<file path="config.mk">
export PLATFORM = sky130hd
export DESIGN_NAME = aascr_regs
export DESIGN_NICKNAME = d
export VERILOG_FILES = /design/src/aascr_pkg.sv /design/src/aascr_regs.sv /design/src/aascr_clock_divider.sv
export SDC_FILE = /design/constraint.sdc
export NUM_CORES = 1
export LEC_CHECK = 0
export ABC_AREA = 1
export ABC_CLOCK_PERIOD_IN_PS = 3800
export BUFFER_PORTS_ARGS = -buffer_cell sky130_fd_sc_hd__buf_2
export CELL_PAD_IN_SITES_DETAIL_PLACEMENT = 0
export CELL_PAD_IN_SITES_GLOBAL_PLACEMENT = 1
export CORE_AREA = 4 4 88 107
export CTS_CLUSTER_DIAMETER = 50
export DETAILED_ROUTE_END_ITERATION = 7
export DIE_AREA = 0 0 92 111
export HOLD_SLACK_MARGIN = 0.1
export PLACE_DENSITY = 0.64
export SYNTH_ARGS = -nofsm -noshare
export SYNTH_HDL_FRONTEND = slang
export SYNTH_SLANG_ARGS = --single-unit
</file>
<file path="constraint.sdc">
create_clock -name clock_i -period 3.8 [get_ports clock_i]
set_input_delay 0 -clock clock_i [delete_from_list [all_inputs] [get_ports clock_i]]
set_output_delay 0 -clock clock_i [all_outputs]
set_load 0.03 [all_outputs]
</file>
<file path="src/aascr_pkg.sv">
// Purpose: constants for the serial control register block of the audio converter
// Assumes: bus lines are sampled synchronously on clock_i (20 MHz)
// Notes:   all offsets, bit positions and the command-word reset value live here
// Summary of operation
// RULE1 - device only receives; never drives data line
// RULE2 - address 96: switches five..one and mute bits
// RULE3 - bit 6 drives dedicated static output pin
// RULE4 - bit 7 picks main clock divide three/four
// RULE5 - dematrix active only while switch-two bit high
// RULE6 - address 101: bit 5 channel one, bit 6 channel two
// RULE7 - no sensing enabled forces full gain, discharge
// RULE8 - level sensed in selected channel or both
// RULE9 - controller writes zero to unused bits
// RULE10 - modulator stream rate from divided clock, bounded
// RULE11 - each routing switch set by own bit
// RULE12 - lines idle high; address lsb first, sample clock high
// RULE13 - select rises after address; 8 or 16 data bits
// RULE14 - commit data only on closing select pulse
// RULE15 - hold partial transfer across long pauses
// RULE16 - ignore other addresses; keep last committed value
// RULE17 - both command words zero after reset
package aascr_pkg;
    localparam logic [7:0] ADDR_CONTROL   = 8'h60; // control word address (96)
    localparam logic [7:0] ADDR_SENSE     = 8'h65; // level-sense select address (101)
    localparam logic [7:0] RESET_WORD     = 8'h00; // both words after reset
    localparam int         BIT_SW5        = 0;
    localparam int         BIT_SW4        = 1;
    localparam int         BIT_SW3        = 2;
    localparam int         BIT_MUTE       = 3;
    localparam int         BIT_SW2        = 4;
    localparam int         BIT_SW1        = 5;
    localparam int         BIT_PIN        = 6;
    localparam int         BIT_DIV        = 7;
    localparam int         BIT_SENSE_ONE  = 5;
    localparam int         BIT_SENSE_TWO  = 6;
    localparam int         ADDR_BITS      = 8;
    localparam logic [1:0] DIV_FOUR_LAST  = 2'h3; // terminal count for 4:1
    localparam logic [1:0] DIV_THREE_LAST = 2'h2; // terminal count for 3:1
    localparam logic [4:0] DATA_BITS_MAX  = 5'h10; // at most sixteen data bits
endpackage

</file>
<file path="src/aascr_regs.sv">
// Purpose: write-only command registers behind the three-wire control bus
// Assumes: bus lines synchronous to clock_i; bus far slower than 20 MHz
// Notes:   no timeout anywhere, so pauses of any length are tolerated
`timescale 1ns/1ns
`default_nettype none
module aascr_regs (
    // clock and reset
    input  wire logic clock_i,
    input  wire logic rst_i,
    // control bus, receive only
    input  wire logic frame_select_line_i,  // select line, low during address
    input  wire logic bus_clock_line_i,     // bus clock, sample while high
    input  wire logic bus_data_i,           // data line
    // main clock
    input  wire logic main_clk_i,           // main clock level
    // modulator inputs (comparator decisions from analog side)
    input  wire logic mod_one_bit_i,
    input  wire logic mod_two_bit_i,
    // analog switch controls
    output logic      source_select_switch_o,
    output logic      dematrix_switch_o,
    output logic      output_route_switch_a_o,
    output logic      output_route_switch_b_o,
    output logic      output_route_switch_c_o,
    output logic      mute_o,
    output logic      dematrix_enable_o,
    output logic      aux_pin_o,
    output logic      div_three_o,
    // level control
    output logic      sense_one_o,
    output logic      sense_two_o,
    output logic      full_gain_o,
    output logic      discharge_o,
    // modulator streams
    output logic      modulator_one_stream_o,
    output logic      modulator_two_stream_o
);
    typedef enum logic [3:0] {
        AASCR_IDLE = 4'b0001,  // waiting for select low
        AASCR_ADDR = 4'b0010,  // shifting address bits
        AASCR_DATA = 4'b0100,  // shifting data bits
        AASCR_SKIP = 4'b1000   // not addressed, wait for end
    } aascr_state_t;

    aascr_state_t state, next_state;   // receiver state
    logic         sel_q, clk_q;        // previous line levels
    logic [7:0]   addr, next_addr;     // address shift register
    logic [3:0]   abits, next_abits;   // address bits taken
    logic [15:0]  data, next_data;     // data shift register
    logic [4:0]   dbits, next_dbits;   // data bits taken
    logic [7:0]   ctrl, next_ctrl;     // control word
    logic [7:0]   sense, next_sense;   // level-sense word
    logic         clk_rise;            // bus clock rising edge
    logic         sel_fall, sel_rise;  // select line edges
    logic [7:0]   rx_byte;             // first data byte received
    logic         div_sample;          // modulator sample strobe
    // next values of the output flip-flops
    logic         next_source_select_switch; // switch one
    logic         next_dematrix_switch;      // switch two
    logic         next_route_a;              // switch three
    logic         next_route_b;              // switch four
    logic         next_route_c;              // switch five
    logic         next_mute;                 // mute
    logic         next_dematrix_enable;      // dematrix on
    logic         next_aux_pin;              // static bit-6 pin
    logic         next_div_three;            // 3:1 ratio chosen
    logic         next_sense_one;            // channel one sensed
    logic         next_sense_two;            // channel two sensed
    logic         next_full_gain;            // level control at full gain
    logic         next_discharge;            // timing capacitor discharge
    logic         next_stream_one;           // first modulator stream
    logic         next_stream_two;           // second modulator stream
    logic         sense_none;                // no channel selected

    // edges of the bus lines
    assign clk_rise = bus_clock_line_i && !clk_q;
    assign sel_fall = !frame_select_line_i && sel_q;
    assign sel_rise = frame_select_line_i && !sel_q;

    // data arrive lsb first into the top; with 8 bits the byte sits high
    always_comb begin
        rx_byte = (dbits > 5'h08) ? data[7:0] : data[15:8];
    end

    // receiver next state; device never drives the data line [RULE1]
    always_comb begin
        next_state = state;
        next_addr  = addr;
        next_abits = abits;
        next_data  = data;
        next_dbits = dbits;
        next_ctrl  = ctrl;
        next_sense = sense;
        unique case (state)
            AASCR_IDLE: begin
                if (sel_fall) begin // [RULE12]
                    next_state = AASCR_ADDR;
                    next_abits = 4'h0;
                end
            end
            AASCR_ADDR: begin
                if (clk_rise && !frame_select_line_i) begin
                    next_addr  = {bus_data_i, addr[7:1]}; // [RULE12]
                    next_abits = abits + 4'h1;
                end
                if (sel_rise) begin // [RULE13]
                    next_dbits = 5'h00;
                    if (abits == 4'(aascr_pkg::ADDR_BITS) &&
                        (addr == aascr_pkg::ADDR_CONTROL ||
                         addr == aascr_pkg::ADDR_SENSE)) begin
                        next_state = AASCR_DATA;
                    end else begin
                        next_state = AASCR_SKIP; // [RULE16]
                    end
                end
            end
            AASCR_DATA: begin
                if (clk_rise && dbits < aascr_pkg::DATA_BITS_MAX) begin
                    next_data  = {bus_data_i, data[15:1]}; // [RULE13]
                    next_dbits = dbits + 5'h01;
                end
                // closing select pulse commits; no timeout [RULE14] [RULE15]
                if (sel_fall) begin
                    next_state = AASCR_IDLE;
                    if (dbits != 5'h00) begin
                        if (addr == aascr_pkg::ADDR_CONTROL) begin
                            next_ctrl = rx_byte; // [RULE2]
                        end else begin
                            next_sense = rx_byte; // [RULE6]
                        end
                    end
                end
            end
            AASCR_SKIP: begin
                if (sel_fall) begin
                    next_state = AASCR_IDLE; // [RULE16]
                end
            end
        endcase
    end

    // receiver registers
    always_ff @(posedge clock_i) begin
        if (rst_i) begin
            state <= AASCR_IDLE;
            sel_q <= 1'b1;
            clk_q <= 1'b1;
            addr  <= 8'h00;
            abits <= 4'h0;
            data  <= 16'h0000;
            dbits <= 5'h00;
            ctrl  <= aascr_pkg::RESET_WORD;  // [RULE17]
            sense <= aascr_pkg::RESET_WORD;  // [RULE17]
        end else begin
            state <= next_state;
            sel_q <= frame_select_line_i;
            clk_q <= bus_clock_line_i;
            addr  <= next_addr;
            abits <= next_abits;
            data  <= next_data;
            dbits <= next_dbits;
            ctrl  <= next_ctrl;
            sense <= next_sense;
        end
    end

    // modulator sample clock from the divided main clock
    aascr_clock_divider aascr_clock_divider_inst (
        .clock_i     (clock_i),
        .rst_i       (rst_i),
        .main_clk_i  (main_clk_i),
        .div_three_i (ctrl[aascr_pkg::BIT_DIV]),
        .sample_o    (div_sample)
    );

    // output next values; switch and sense flops copy one word bit, gain and discharge decode two, streams sample inputs
    always_comb begin
        next_route_c              = ctrl[aascr_pkg::BIT_SW5];  // [RULE11]
        next_route_b              = ctrl[aascr_pkg::BIT_SW4];  // [RULE11]
        next_route_a              = ctrl[aascr_pkg::BIT_SW3];  // [RULE11]
        next_mute                 = ctrl[aascr_pkg::BIT_MUTE]; // [RULE2]
        next_dematrix_switch      = ctrl[aascr_pkg::BIT_SW2];  // [RULE11]
        // same bit as switch two, so dematrix and switch cannot disagree
        next_dematrix_enable      = ctrl[aascr_pkg::BIT_SW2];  // [RULE5]
        next_source_select_switch = ctrl[aascr_pkg::BIT_SW1];  // [RULE11]
        next_aux_pin              = ctrl[aascr_pkg::BIT_PIN];  // [RULE3]
        next_div_three            = ctrl[aascr_pkg::BIT_DIV];  // [RULE4]
        next_sense_one            = sense[aascr_pkg::BIT_SENSE_ONE]; // [RULE8]
        next_sense_two            = sense[aascr_pkg::BIT_SENSE_TWO]; // [RULE8]
        // unused sense bits ignored, whatever the controller sent [RULE9]
        sense_none                = !(sense[aascr_pkg::BIT_SENSE_ONE] ||
                                      sense[aascr_pkg::BIT_SENSE_TWO]);
        // no channel sensed: full gain and fast discharge together
        next_full_gain            = sense_none; // [RULE7]
        next_discharge            = sense_none; // [RULE7]
        // streams hold between strobes, so the strobe alone sets their rate
        next_stream_one           = modulator_one_stream_o;
        next_stream_two           = modulator_two_stream_o;
        if (div_sample) begin
            next_stream_one = mod_one_bit_i; // [RULE10]
            next_stream_two = mod_two_bit_i; // [RULE10]
        end
    end

    // output registers, each a flip-flop
    always_ff @(posedge clock_i) begin
        if (rst_i) begin
            source_select_switch_o  <= 1'b0;
            dematrix_switch_o       <= 1'b0;
            output_route_switch_a_o <= 1'b0;
            output_route_switch_b_o <= 1'b0;
            output_route_switch_c_o <= 1'b0;
            mute_o                  <= 1'b0;
            dematrix_enable_o       <= 1'b0;
            aux_pin_o               <= 1'b0;
            div_three_o             <= 1'b0;
            sense_one_o             <= 1'b0;
            sense_two_o             <= 1'b0;
            full_gain_o             <= 1'b1;
            discharge_o             <= 1'b1;
            modulator_one_stream_o  <= 1'b0;
            modulator_two_stream_o  <= 1'b0;
        end else begin
            output_route_switch_c_o <= next_route_c;
            output_route_switch_b_o <= next_route_b;
            output_route_switch_a_o <= next_route_a;
            mute_o                  <= next_mute;
            dematrix_switch_o       <= next_dematrix_switch;
            dematrix_enable_o       <= next_dematrix_enable;
            source_select_switch_o  <= next_source_select_switch;
            aux_pin_o               <= next_aux_pin;
            div_three_o             <= next_div_three;
            sense_one_o             <= next_sense_one;
            sense_two_o             <= next_sense_two;
            full_gain_o             <= next_full_gain;
            discharge_o             <= next_discharge;
            modulator_one_stream_o  <= next_stream_one;
            modulator_two_stream_o  <= next_stream_two;
        end
    end

    // checks: each word bit reaches its pin one cycle after the word
    a_mute_follows: assert property (@(posedge clock_i) disable iff (rst_i) // [RULE2]
        ##1 mute_o == $past(ctrl[aascr_pkg::BIT_MUTE]))
        else $error("mute out of step with control word");
    a_pin_follows: assert property (@(posedge clock_i) disable iff (rst_i) // [RULE3]
        ##1 aux_pin_o == $past(ctrl[aascr_pkg::BIT_PIN]))
        else $error("aux pin out of step with bit 6");
    a_div_follows: assert property (@(posedge clock_i) disable iff (rst_i) // [RULE4]
        ##1 div_three_o == $past(ctrl[aascr_pkg::BIT_DIV]))
        else $error("divider select wrong");
    a_dematrix_sw2: assert property (@(posedge clock_i) disable iff (rst_i) // [RULE5]
        ##1 dematrix_enable_o == $past(ctrl[aascr_pkg::BIT_SW2]))
        else $error("dematrix not tied to switch two");
    a_switch_two: assert property (@(posedge clock_i) disable iff (rst_i) // [RULE11]
        ##1 dematrix_switch_o == $past(ctrl[aascr_pkg::BIT_SW2]))
        else $error("switch two wrong");
    a_route_a: assert property (@(posedge clock_i) disable iff (rst_i) // [RULE11]
        ##1 output_route_switch_a_o == $past(ctrl[aascr_pkg::BIT_SW3]))
        else $error("switch three wrong");
    a_route_b: assert property (@(posedge clock_i) disable iff (rst_i) // [RULE11]
        ##1 output_route_switch_b_o == $past(ctrl[aascr_pkg::BIT_SW4]))
        else $error("switch four wrong");
    a_route_c: assert property (@(posedge clock_i) disable iff (rst_i) // [RULE11]
        ##1 output_route_switch_c_o == $past(ctrl[aascr_pkg::BIT_SW5]))
        else $error("switch five wrong");
    a_source_sw: assert property (@(posedge clock_i) disable iff (rst_i) // [RULE11]
        ##1 source_select_switch_o == $past(ctrl[aascr_pkg::BIT_SW1]))
        else $error("switch one wrong");
    // level sensing and the forced full-gain state
    a_sense_one: assert property (@(posedge clock_i) disable iff (rst_i) // [RULE8]
        ##1 sense_one_o == $past(sense[aascr_pkg::BIT_SENSE_ONE]))
        else $error("channel one sense wrong");
    a_sense_two: assert property (@(posedge clock_i) disable iff (rst_i) // [RULE8]
        ##1 sense_two_o == $past(sense[aascr_pkg::BIT_SENSE_TWO]))
        else $error("channel two sense wrong");
    a_full_gain: assert property (@(posedge clock_i) disable iff (rst_i) // [RULE7]
        ##1 full_gain_o == !($past(sense[aascr_pkg::BIT_SENSE_ONE]) ||
                             $past(sense[aascr_pkg::BIT_SENSE_TWO])))
        else $error("full gain not forced when sensing off");
    a_discharge_off: assert property (@(posedge clock_i) disable iff (rst_i) // [RULE7]
        ##1 discharge_o == !($past(sense[aascr_pkg::BIT_SENSE_ONE]) ||
                             $past(sense[aascr_pkg::BIT_SENSE_TWO])))
        else $error("discharge not forced when sensing off");
    // words move only on the closing pulse of an addressed transfer
    a_commit_only: assert property (@(posedge clock_i) disable iff (rst_i) // [RULE14]
        !$stable(ctrl) |-> $past(sel_fall) && $past(state) == AASCR_DATA)
        else $error("control word changed outside commit");
    a_commit_sense: assert property (@(posedge clock_i) disable iff (rst_i) // [RULE14]
        !$stable(sense) |-> $past(sel_fall) && $past(state) == AASCR_DATA)
        else $error("sense word changed outside commit");
    a_sense_keep: assert property (@(posedge clock_i) disable iff (rst_i) // [RULE16]
        !$stable(sense) |-> $past(addr) == aascr_pkg::ADDR_SENSE)
        else $error("sense word changed for wrong address");
    a_skip_keeps: assert property (@(posedge clock_i) disable iff (rst_i) // [RULE16]
        state == AASCR_SKIP |=> $stable(ctrl) && $stable(sense))
        else $error("word changed for a foreign address");
    // modulator pacing from the divided main clock
    a_stream_rate: assert property (@(posedge clock_i) disable iff (rst_i) // [RULE10]
        div_sample |=> !div_sample ##1 !div_sample)
        else $error("modulator strobe too fast");
    a_stream_hold: assert property (@(posedge clock_i) disable iff (rst_i) // [RULE10]
        !div_sample |=> $stable(modulator_one_stream_o) && $stable(modulator_two_stream_o))
        else $error("stream changed between strobes");
endmodule
`default_nettype wire

</file>
<file path="src/aascr_clock_divider.sv">
// Purpose: divides the main clock by four or three for the modulators
// Assumes: main clock arrives as a level sampled on clock_i
// Notes:   output is a one-cycle sample strobe per divided period
`timescale 1ns/1ns
`default_nettype none
module aascr_clock_divider (
    // clock and reset
    input  wire logic clock_i,
    input  wire logic rst_i,
    // control
    input  wire logic main_clk_i,    // main clock level
    input  wire logic div_three_i,   // high selects 3:1
    // result
    output logic      sample_o       // one-cycle strobe per divided period
);
    logic       main_q;        // previous main clock level
    logic [1:0] count;         // main clock rising edges seen
    logic [1:0] next_count;
    logic       next_sample;
    logic [1:0] last;          // terminal count for the selected ratio

    // next count; ratio change applies at once to the period in progress
    always_comb begin
        last        = div_three_i ? aascr_pkg::DIV_THREE_LAST : aascr_pkg::DIV_FOUR_LAST; // [RULE4]
        next_count  = count;
        next_sample = 1'b0;
        if (main_clk_i && !main_q) begin
            if (count >= last) begin
                next_count  = 2'h0;
                next_sample = 1'b1; // [RULE10]
            end else begin
                next_count = count + 2'h1;
            end
        end
    end

    // register stage
    always_ff @(posedge clock_i) begin
        if (rst_i) begin
            main_q   <= 1'b0;
            count    <= 2'h0;
            sample_o <= 1'b0;
        end else begin
            main_q   <= main_clk_i;
            count    <= next_count;
            sample_o <= next_sample;
        end
    end
endmodule
`default_nettype wire

</file>
-- Yosys cells after proc, flatten, opt, wreduce, memory -nomap -nowiden
Index checks and enable logic that the tools add are counted.
Widths: inputs -> output; s select.
- add/subtract/negate cells: 3
- order comparisons: 3
- equality and inequality tests: 12
- muxes and demuxes: 15
- bitwise logic cells: 2
- reductions and logical operators: 26
- operators with widths (kind ; number):
    $mux 4 ; 6
    $eq 8x7->1 const B ; 2
    $pmux 4 s3 ; 1
    $mux 5 ; 2
    $pmux 5 s2 ; 1
    $reduce_and 3->1 ; 3
    $eq 4x4->1 const B ; 2
    $mux 8 ; 1
    $ne 2x2->1 const B ; 4
    $pmux 4 s2 ; 1
    $reduce_and 4->1 ; 2
    $logic_and 1x1->1 ; 7
    $add 5x1->5 const B ; 1
    $gt 5x4->1 const B ; 1
    $logic_not 1->1 ; 5
    $lt 5x5->1 const B ; 1
    $reduce_bool 5->1 ; 1
    $add 4x1->4 const B ; 1
    $eq 4x1->1 const B ; 1
    $eq 4x2->1 const B ; 1
    $eq 4x3->1 const B ; 1
    $reduce_and 2->1 ; 2
    $reduce_bool 2->1 ; 2
    $reduce_or 2->1 ; 2
    other kinds (7) ; 10
- register bits: 71
- input port bits: 8
- output and inout port bits: 15
- word-level logic and storage cells: 86

-- Longest topological paths before layout
Gate-level depths: netlist of run 1.
- depth after elaboration: 6
- depth in mapped cells: 9
- mapped depth without buffers: 9

-- By module
Synthesis of run 1 repeated with hierarchy kept, for this count alone.
- cells, all modules: 409
- area, all modules: 2891.5 um^2
- modules (own cells, without submodules) (module ; times used ; cells an instance ; area an instance (um^2) ; sequential area each (um^2)):
    aascr_regs ; 1 ; 381 ; 2690.1 ; 1241.2
    aascr_clock_divider ; 1 ; 28 ; 201.4 ; 80.1

-- Worst setup path after synthesis of run 1
Ideal clock, no wire load.
- path kind: reg2reg
- start point: register dbits[0]
- end point: register ctrl[7]
- setup time: 0.113 ns
- arrival: 1.182 ns
- data required time: 3.687 ns
- slack: 2.506 ns
- stages on the path, launching flop included: 10
- buffers on the path: 1
- clock period less this slack: 1.294 ns
- path through: dfxtp_1 -> inv_1 -> ha_1 -> nand2_1 -> a21oi_4 -> buf_4 -> nand2_1 -> o21ai_0 -> nor2_1 -> nor2_1
- cells in the longest elaborated chain, start to end: 2
- elaborated cells on any way between the ends: 4
- those cells by class: order compare (1); mux (1); reduce/logical (2)
- ends and longest elaborated chain (what ; line ; RTL):
    start: declaration ; aascr_regs.sv:50 ; logic [4:0] dbits, next_dbits;
    start signal: assignment ; aascr_regs.sv:161 ; dbits <= next_dbits;
    $gt 5x4->1 / $reduce_bool 5->1 (equally long branches) ; aascr_regs.sv:82, aascr_regs.sv:125 ;
    $mux 8 / $reduce_and 4->1 (equally long branches) ; n/a ;
    end signal: assignment ; aascr_regs.sv:152 ; ctrl <= aascr_pkg::RESET_WORD;
    end signal: assignment ; aascr_regs.sv:162 ; ctrl <= next_ctrl;
    end: declaration ; aascr_regs.sv:51 ; logic [7:0] ctrl, next_ctrl;
Parallel ways exist; a longest one is shown, timed or not.
A chain may end at the register's enable or synchronous reset.

==> results of run 1 <==
==> kinds of logic after synthesis <==
logic type      after synthesis
simple gates                176
fa+ha+maj                     5
buf+inv                      68
flops                        66
compound gates               73
xor+xnor                      2
==> critical path, cell delays in order <==
cell and delay, ps:
dlygate4sd3_1 530, buf_2 250, inv_1 670, buf_4 330, o21ai_0 110, a21oi_1 110
==> synthesized netlist by cell type <==
master    instances  area, sq um
nor2_1           81          304
ha_1              5         62.6
nand2_2           4         25.0
nor3_1            2         10.0
buf_4             4         30.0
clkinv_1          1         3.75
buf_6             1         11.3
a31oi_1           1         6.26
clkinv_2          1         5.00
nand3_2           1         10.0
or2_2             1         6.26
inv_1            53          199
a21oi_1          26          130
a21oi_4           1         16.3
o21ai_0          42          210
buf_2             2         10.0
nand4_1           4         25.0
nor2_4            1         11.3
dfxtp_1          66         1320
xor2_1            2         17.5
nand2_1          61          229
nor3_4            1         16.3
nand3_1          15         75.1
nor2_2            5         31.3
clkbuf_1          6         22.5
o21ai_1           1         5.00
a21oi_2           1         8.76
o211ai_1          1         7.51
==> metrics by stage <==
| stage | utilization [%] | cell area (sq um) | total power, mW |
|---|---|---|---|
| final | 39.0 | 3280 | 1.44 |
| after global routing | 39.0 | 3280 | 1.51 |
| after CTS | 39.0 | 3280 | 1.47 |
| after detailed placement | 35.6 | 3000 | 0.853 |
| after global placement | 35.6 | 3000 | 0.852 |
| after floorplan | - | 2810 | 0.824 |
==> worst max-delay path by stage <==
stage,to,depth (start not counted),startpoint
after floorplan,ctrl[7],9,dbits[0]
after global placement,data[12],7,state[3]
after detailed placement,data[12],7,state[0]
after CTS,addr[1],6,rst_i
after global routing,data[6],6,rst_i
final,addr[1],6,rst_i
==> routing by layer <==
metal | up-vias | global-route usage (%)
met5 | - | 0
met1 | 1027 | 15.8
met4 | 0 | 5.95
li1 | 1279 | -
met3 | 11 | 2.65
met2 | 31 | 17.6
==> state kept, by name, indices dropped and copies added, names as in the netlist, 2 cells and up <==
register,flops
data,16
sense,2
dbits,5
abits,4
state,4
addr,8
ctrl,8
aascr_clock_divider_inst.count,2
==> layout make-up <==
class / count / area [sq um]
Inverter: 55 / 208
Clock inverter: 7 / 77.6
Multi-Input combinational cell: 256 / 1210
Fill cell: 909 / 5140
Timing Repair Buffer: 31 / 198
Clock buffer: 9 / 124
Sequential cell: 66 / 1320
Tap cell: 117 / 146
==> report_power, final <==
group	total, mW	switching (mW)	internal, mW
sequential	0.722	0.0144	0.707
clock	0.596	0.288	0.307
combinational	0.121	0.0779	0.0429
==> what timing repair did <==
action                                 in CTS  in global routing
endpoints found under the hold margin      23                  0
setup buffers                               0                  0
hold buffers                                8                  0
==> flow_summary.toml, run 1 <==
[layout]
layout_commonest_cell = "nor2_1"
antenna_cells = 0
final-instance-count-excl-fill = 541
most-common-layout-cells = "nor2_1 (81), dfxtp_1 (66), nand2_1 (61)"
nets = 432
drive_gt1_share_pct = 13.0
areaGrowthSynthToFinish_pct = 16.8

[timing]
fin_skew_ps = 11.8
slew_headroom_pct = 44.1
timing_hold_violations_final = 0
fin_crit_sh_pct = 45.8
max_slew.worst_pin.slew_ps = 838
period_needed_ps = 1740
setup_viol = 0
rsz0062_at_grt = "false"
fmax_ghz = 0.574
hold_ws_ps = 390
worst_slack_ps = 2060
slew_violations = 0
tns_ps = 0

[grt]
grt_antenna_before_repair = 0
grt_overflow_total = 0
track_usage_pct = 11.8
grt_pass1_wl_mm = 9.78
grt_pass1_vias = 2130
grt_max_degree = 30

[critical_path]
worst-r2r-cell-count = 7
cp-end-kind = "register"
arrival_ps = 2010
r2r_start = "state[0]"
critPathKind = "in2reg"
crit_path_start_kind = "input pin"
reg2reg_slack_ps = 2110
required_ps = 4070
crit_fanout = 29
r2r_end = "data[6]"

[cts]
insertion_delay_ps = 340
numCtsBuffers = 9
cts.path.max_buffers = 2
cts_root_buf = "clkbuf_8"
h-tree-depth = 3
clkSinkCount = 66
ctsResizeCount = 0
cts_tree = "yes"
clk_pin_slew_ps = 80

[synthesis]
avgSynthCellArea_sq_um = 7.21
ys_seq_area_share_pct = 47.0
synth_compound_area_share_pct = 13.7
ys_ff_latch = 66
synth_fp_nets = 403
synth_cells = 390
synth-simple-area-share_pct = 26.4
syn_area_sq_um = 2810
synth_top_family_by_area = "simple AND/OR/NAND/NOR gates"
yosysWarnings = 0
yosys.cell_types.count = 28
synth-adder-area-share_pct = 2.23
synth_xor_area_share_pct = 0.623
synthMuxAreaShare_pct = 0

[drt]
highest_layer = "met4"
wl_met1_mm = 2.90
drt-total-wl_mm = 5.68
wl_met3_um = 177
drt-initial-drc-count = 86
ant_nets = 0
wl_met2_mm = 2.47
vias_per_cell = 4.34
routedWlPerCell_um = 10.5
drc = 0
vias = 2348
drt_pass1_iterations = 4

[floorplanning]
num_rows = 37
num_io_pins = 23
start_util_pct = 33.4
die_area_sq_um = 10200
dieWidth_um = 92
die_h_um = 111
core_sq_um = 8430

[min_path]
holdPathEnd = "clk_q"
min_path_cells = 3
hp-start = "bus_clock_line_i"
hp-class = "in2reg"

[placed_design]
gp_congestion = 0.728
port_buffers = 22
place_ws_ps = 2120
dp.cells = 517
dp_hpwl_mm = 3.96

[pwr]
ir_drop_uv = 136
leakagePower_nw = 1.46
p_per_area_nw_per_um2 = 438

[status]
status = "complete, no violations"

[flow_run]
drv_cap = 0
No activity file was read; power rests on OpenSTA's default activity.
==> inputs of run 2 (changes only) <==
--- a/config.mk
+++ b/config.mk
@@ -6,7 +6,7 @@
 export NUM_CORES = 1
 export LEC_CHECK = 0
 export ABC_AREA = 1
-export ABC_CLOCK_PERIOD_IN_PS = 3800
+export ABC_CLOCK_PERIOD_IN_PS = 1700
 export BUFFER_PORTS_ARGS = -buffer_cell sky130_fd_sc_hd__buf_2
 export CELL_PAD_IN_SITES_DETAIL_PLACEMENT = 0
 export CELL_PAD_IN_SITES_GLOBAL_PLACEMENT = 1
==> constraint.sdc (replaced) <==
create_clock -name clock_i -period 1.7 [get_ports clock_i]
set_input_delay 0 -clock clock_i [delete_from_list [all_inputs] [get_ports clock_i]]
set_output_delay 0 -clock clock_i [all_outputs]
set_load 0.03 [all_outputs]
==> run 2 against run 1 <==
Routed wire length grew 1.9%. Power rose by 110%. Sequential share of layout area is 0.25 points higher. Clock skew is 1.8 ps lower. Design area down 0.61%. First-iteration DRC count is 26% lower. Sequential power is 120% higher. Cell count up 0.37%. Critical path depth is the same. Combinational power increased by 130%. Critical path type is now reg2reg.
==> flow_summary.toml, run 2 (same netlist as run 1, synthesis figures left out) <==
[grt]
grt_overflow_total = 0
grt_pass1_vias = 2297
grt_antenna_before_repair = 0
grt_pass1_wl_mm = 10.3
grt_max_degree = 35
track_usage_pct = 12.3

[layout]
antenna_cells = 0
drive_gt1_share_pct = 13.1
fillers = 938
layout_commonest_cell = "nor2_1"
stdcell_area_sq_um = 3260
top_regs = "data: 16 flops, addr: 8 flops, ctrl: 8 flops"
most-common-layout-cells = "nor2_1 (81), dfxtp_1 (66), nand2_1 (61)"
areaGrowthSynthToFinish_pct = 16.1
nets = 434
largest-register = "data"
largest_reg_flops = 16

[placed_design]
gp_congestion = 0.785
placed_area_sq_um = 3020
dp_hpwl_mm = 4.09
port_buffers = 22

[cts]
cts_root_buf = "clkbuf_8"
cts.path.max_buffers = 2
numCtsBuffers = 9
cts_tree = "yes"
h-tree-depth = 3
clk_pin_slew_ps = 80
postCtsSetupBuffers = 0
insertion_delay_ps = 330
clkSinkCount = 66

[timing]
period_needed_ps = 1500
tns_ps = 0
setup_viol = 0
timing_hold_violations_final = 0
fin_crit_sh_pct = 88.3
max_slew.worst_pin.slew_ps = 425
fin_skew_ps = 9.95
rsz0062_at_grt = "false"
slew_violations = 0
slew_headroom_pct = 71.7
fmax_ghz = 0.666

[critical_path]
worst-path-buf-inv = 1
r2r_end = "data[3]"
r2r_start = "state[2]"
endpoint = "data[3]"
path_cells = "nand2_1 -> nor2_2 -> nand2_2 -> buf_4 -> o21ai_0 -> a21oi_1"
reg2reg_slack_ps = 200
arrival_ps = 1720
worst_path_dominant_cell_family = "simple AND/OR/NAND/NOR gates"
cp-end-kind = "register"
required_ps = 1920
critPathLaunch = "state[2]"
worst_path_largest_cell_delay_ps = 420
crit_path_start_kind = "register"
worst-r2r-cell-count = 6
cp_slowest_cell = "dfxtp_1"
critPathKind = "reg2reg"
crit_fanout = 14
crit_cells = 6

[drt]
drt-total-wl_mm = 5.79
drt-initial-drc-count = 64
drc = 0
drt_pass1_iterations = 4
ant_nets = 0
vias = 2338
vias_per_cell = 4.31
routedWlPerCell_um = 10.7

[status]
status = "complete, no violations"

[floorplanning]
die_area_sq_um = 10200
die_h_um = 111
core_sq_um = 8430
num_io_pins = 23
dieWidth_um = 92
start_util_pct = 33.4
num_rows = 37

[pwr]
p_per_area_nw_per_um2 = 921
leakagePower_nw = 1.45
ir_drop_uv = 281

[min_path]
hp-class = "in2reg"

[flow_run]
drv_cap = 0
## run 2: cell count changes in the layout (fill, tap and decap cells not counted), sizes merged
cell	previous run	this run
buf	23	25
bufinv	1	0
clkbuf	9	11
clkinv	6	5
clkinvlp	1	2
inv	54	53
## run 2: how the worst min path moves through the flow
stage | startpoint | to | slack [ps] | cells after the start
6_report | bus_clock_line_i | clk_q | 400 | 3
5_1_grt | bus_clock_line_i | clk_q | 410 | 3
4_1_cts | bus_clock_line_i | clk_q | 390 | 3
3_5_place_dp | bus_clock_line_i | clk_q | 210 | 2
3_3_place_gp | bus_clock_line_i | clk_q | 210 | 2
2_1_floorplan | frame_select_line_i | sel_q | 100 | 2
## run 2: where the power goes
part	switching (mW)	internal [mW]	leakage [nW]
sequential	0.0321	1.58	0.534
combinational	0.176	0.0966	0.832
clock	0.593	0.525	0.0831
## run 2: cell type report
class                      instances  area, sq um  area share (%)
clock inverter                     5         31.3           0.959
tap                              117          146            4.49
sequential                        66         1320            40.5
multi-input combinational        256         1210            37.0
clock buffer                      11          131            4.03
timing repair buffer              33          213            6.52
inverter                          55          211            6.48
## run 2: what timing repair did
action / in CTS / in global routing
resized for setup: 0 / 1
setup endpoints to repair: 0 / 2
hold buffers: 8 / 0
hold endpoints to repair: 18 / 0
## run 2: metrics by stage
stage               utilization (%)  setup WS, ps  power, mW  hold WS [ps]  std cells
floorplan                         -           406       1.84          96.6        390
global placement               35.8           183       1.91           206        519
detailed placement             35.8           205       1.91           207        519
CTS                            38.7           197       3.06           390        543
global route                   38.7          11.3       3.17           409        543
finish                         38.7           199       3.00           396        543
## run 2: tightest hold or removal path, stage by stage
cell and delay, ps:
dlygate4sd3_1 520, buf_2 100, or2_2 90
## run 2: routing by layer
metal | part of all wire, % | vias up | track usage, %
met5 | 0 | - | 0
met4 | 2.2 | 0 | 5.05
met3 | 2.8 | 9 | 3.26
met2 | 44 | 30 | 19.2
met1 | 51 | 1019 | 16.0
li1 | - | 1280 | -
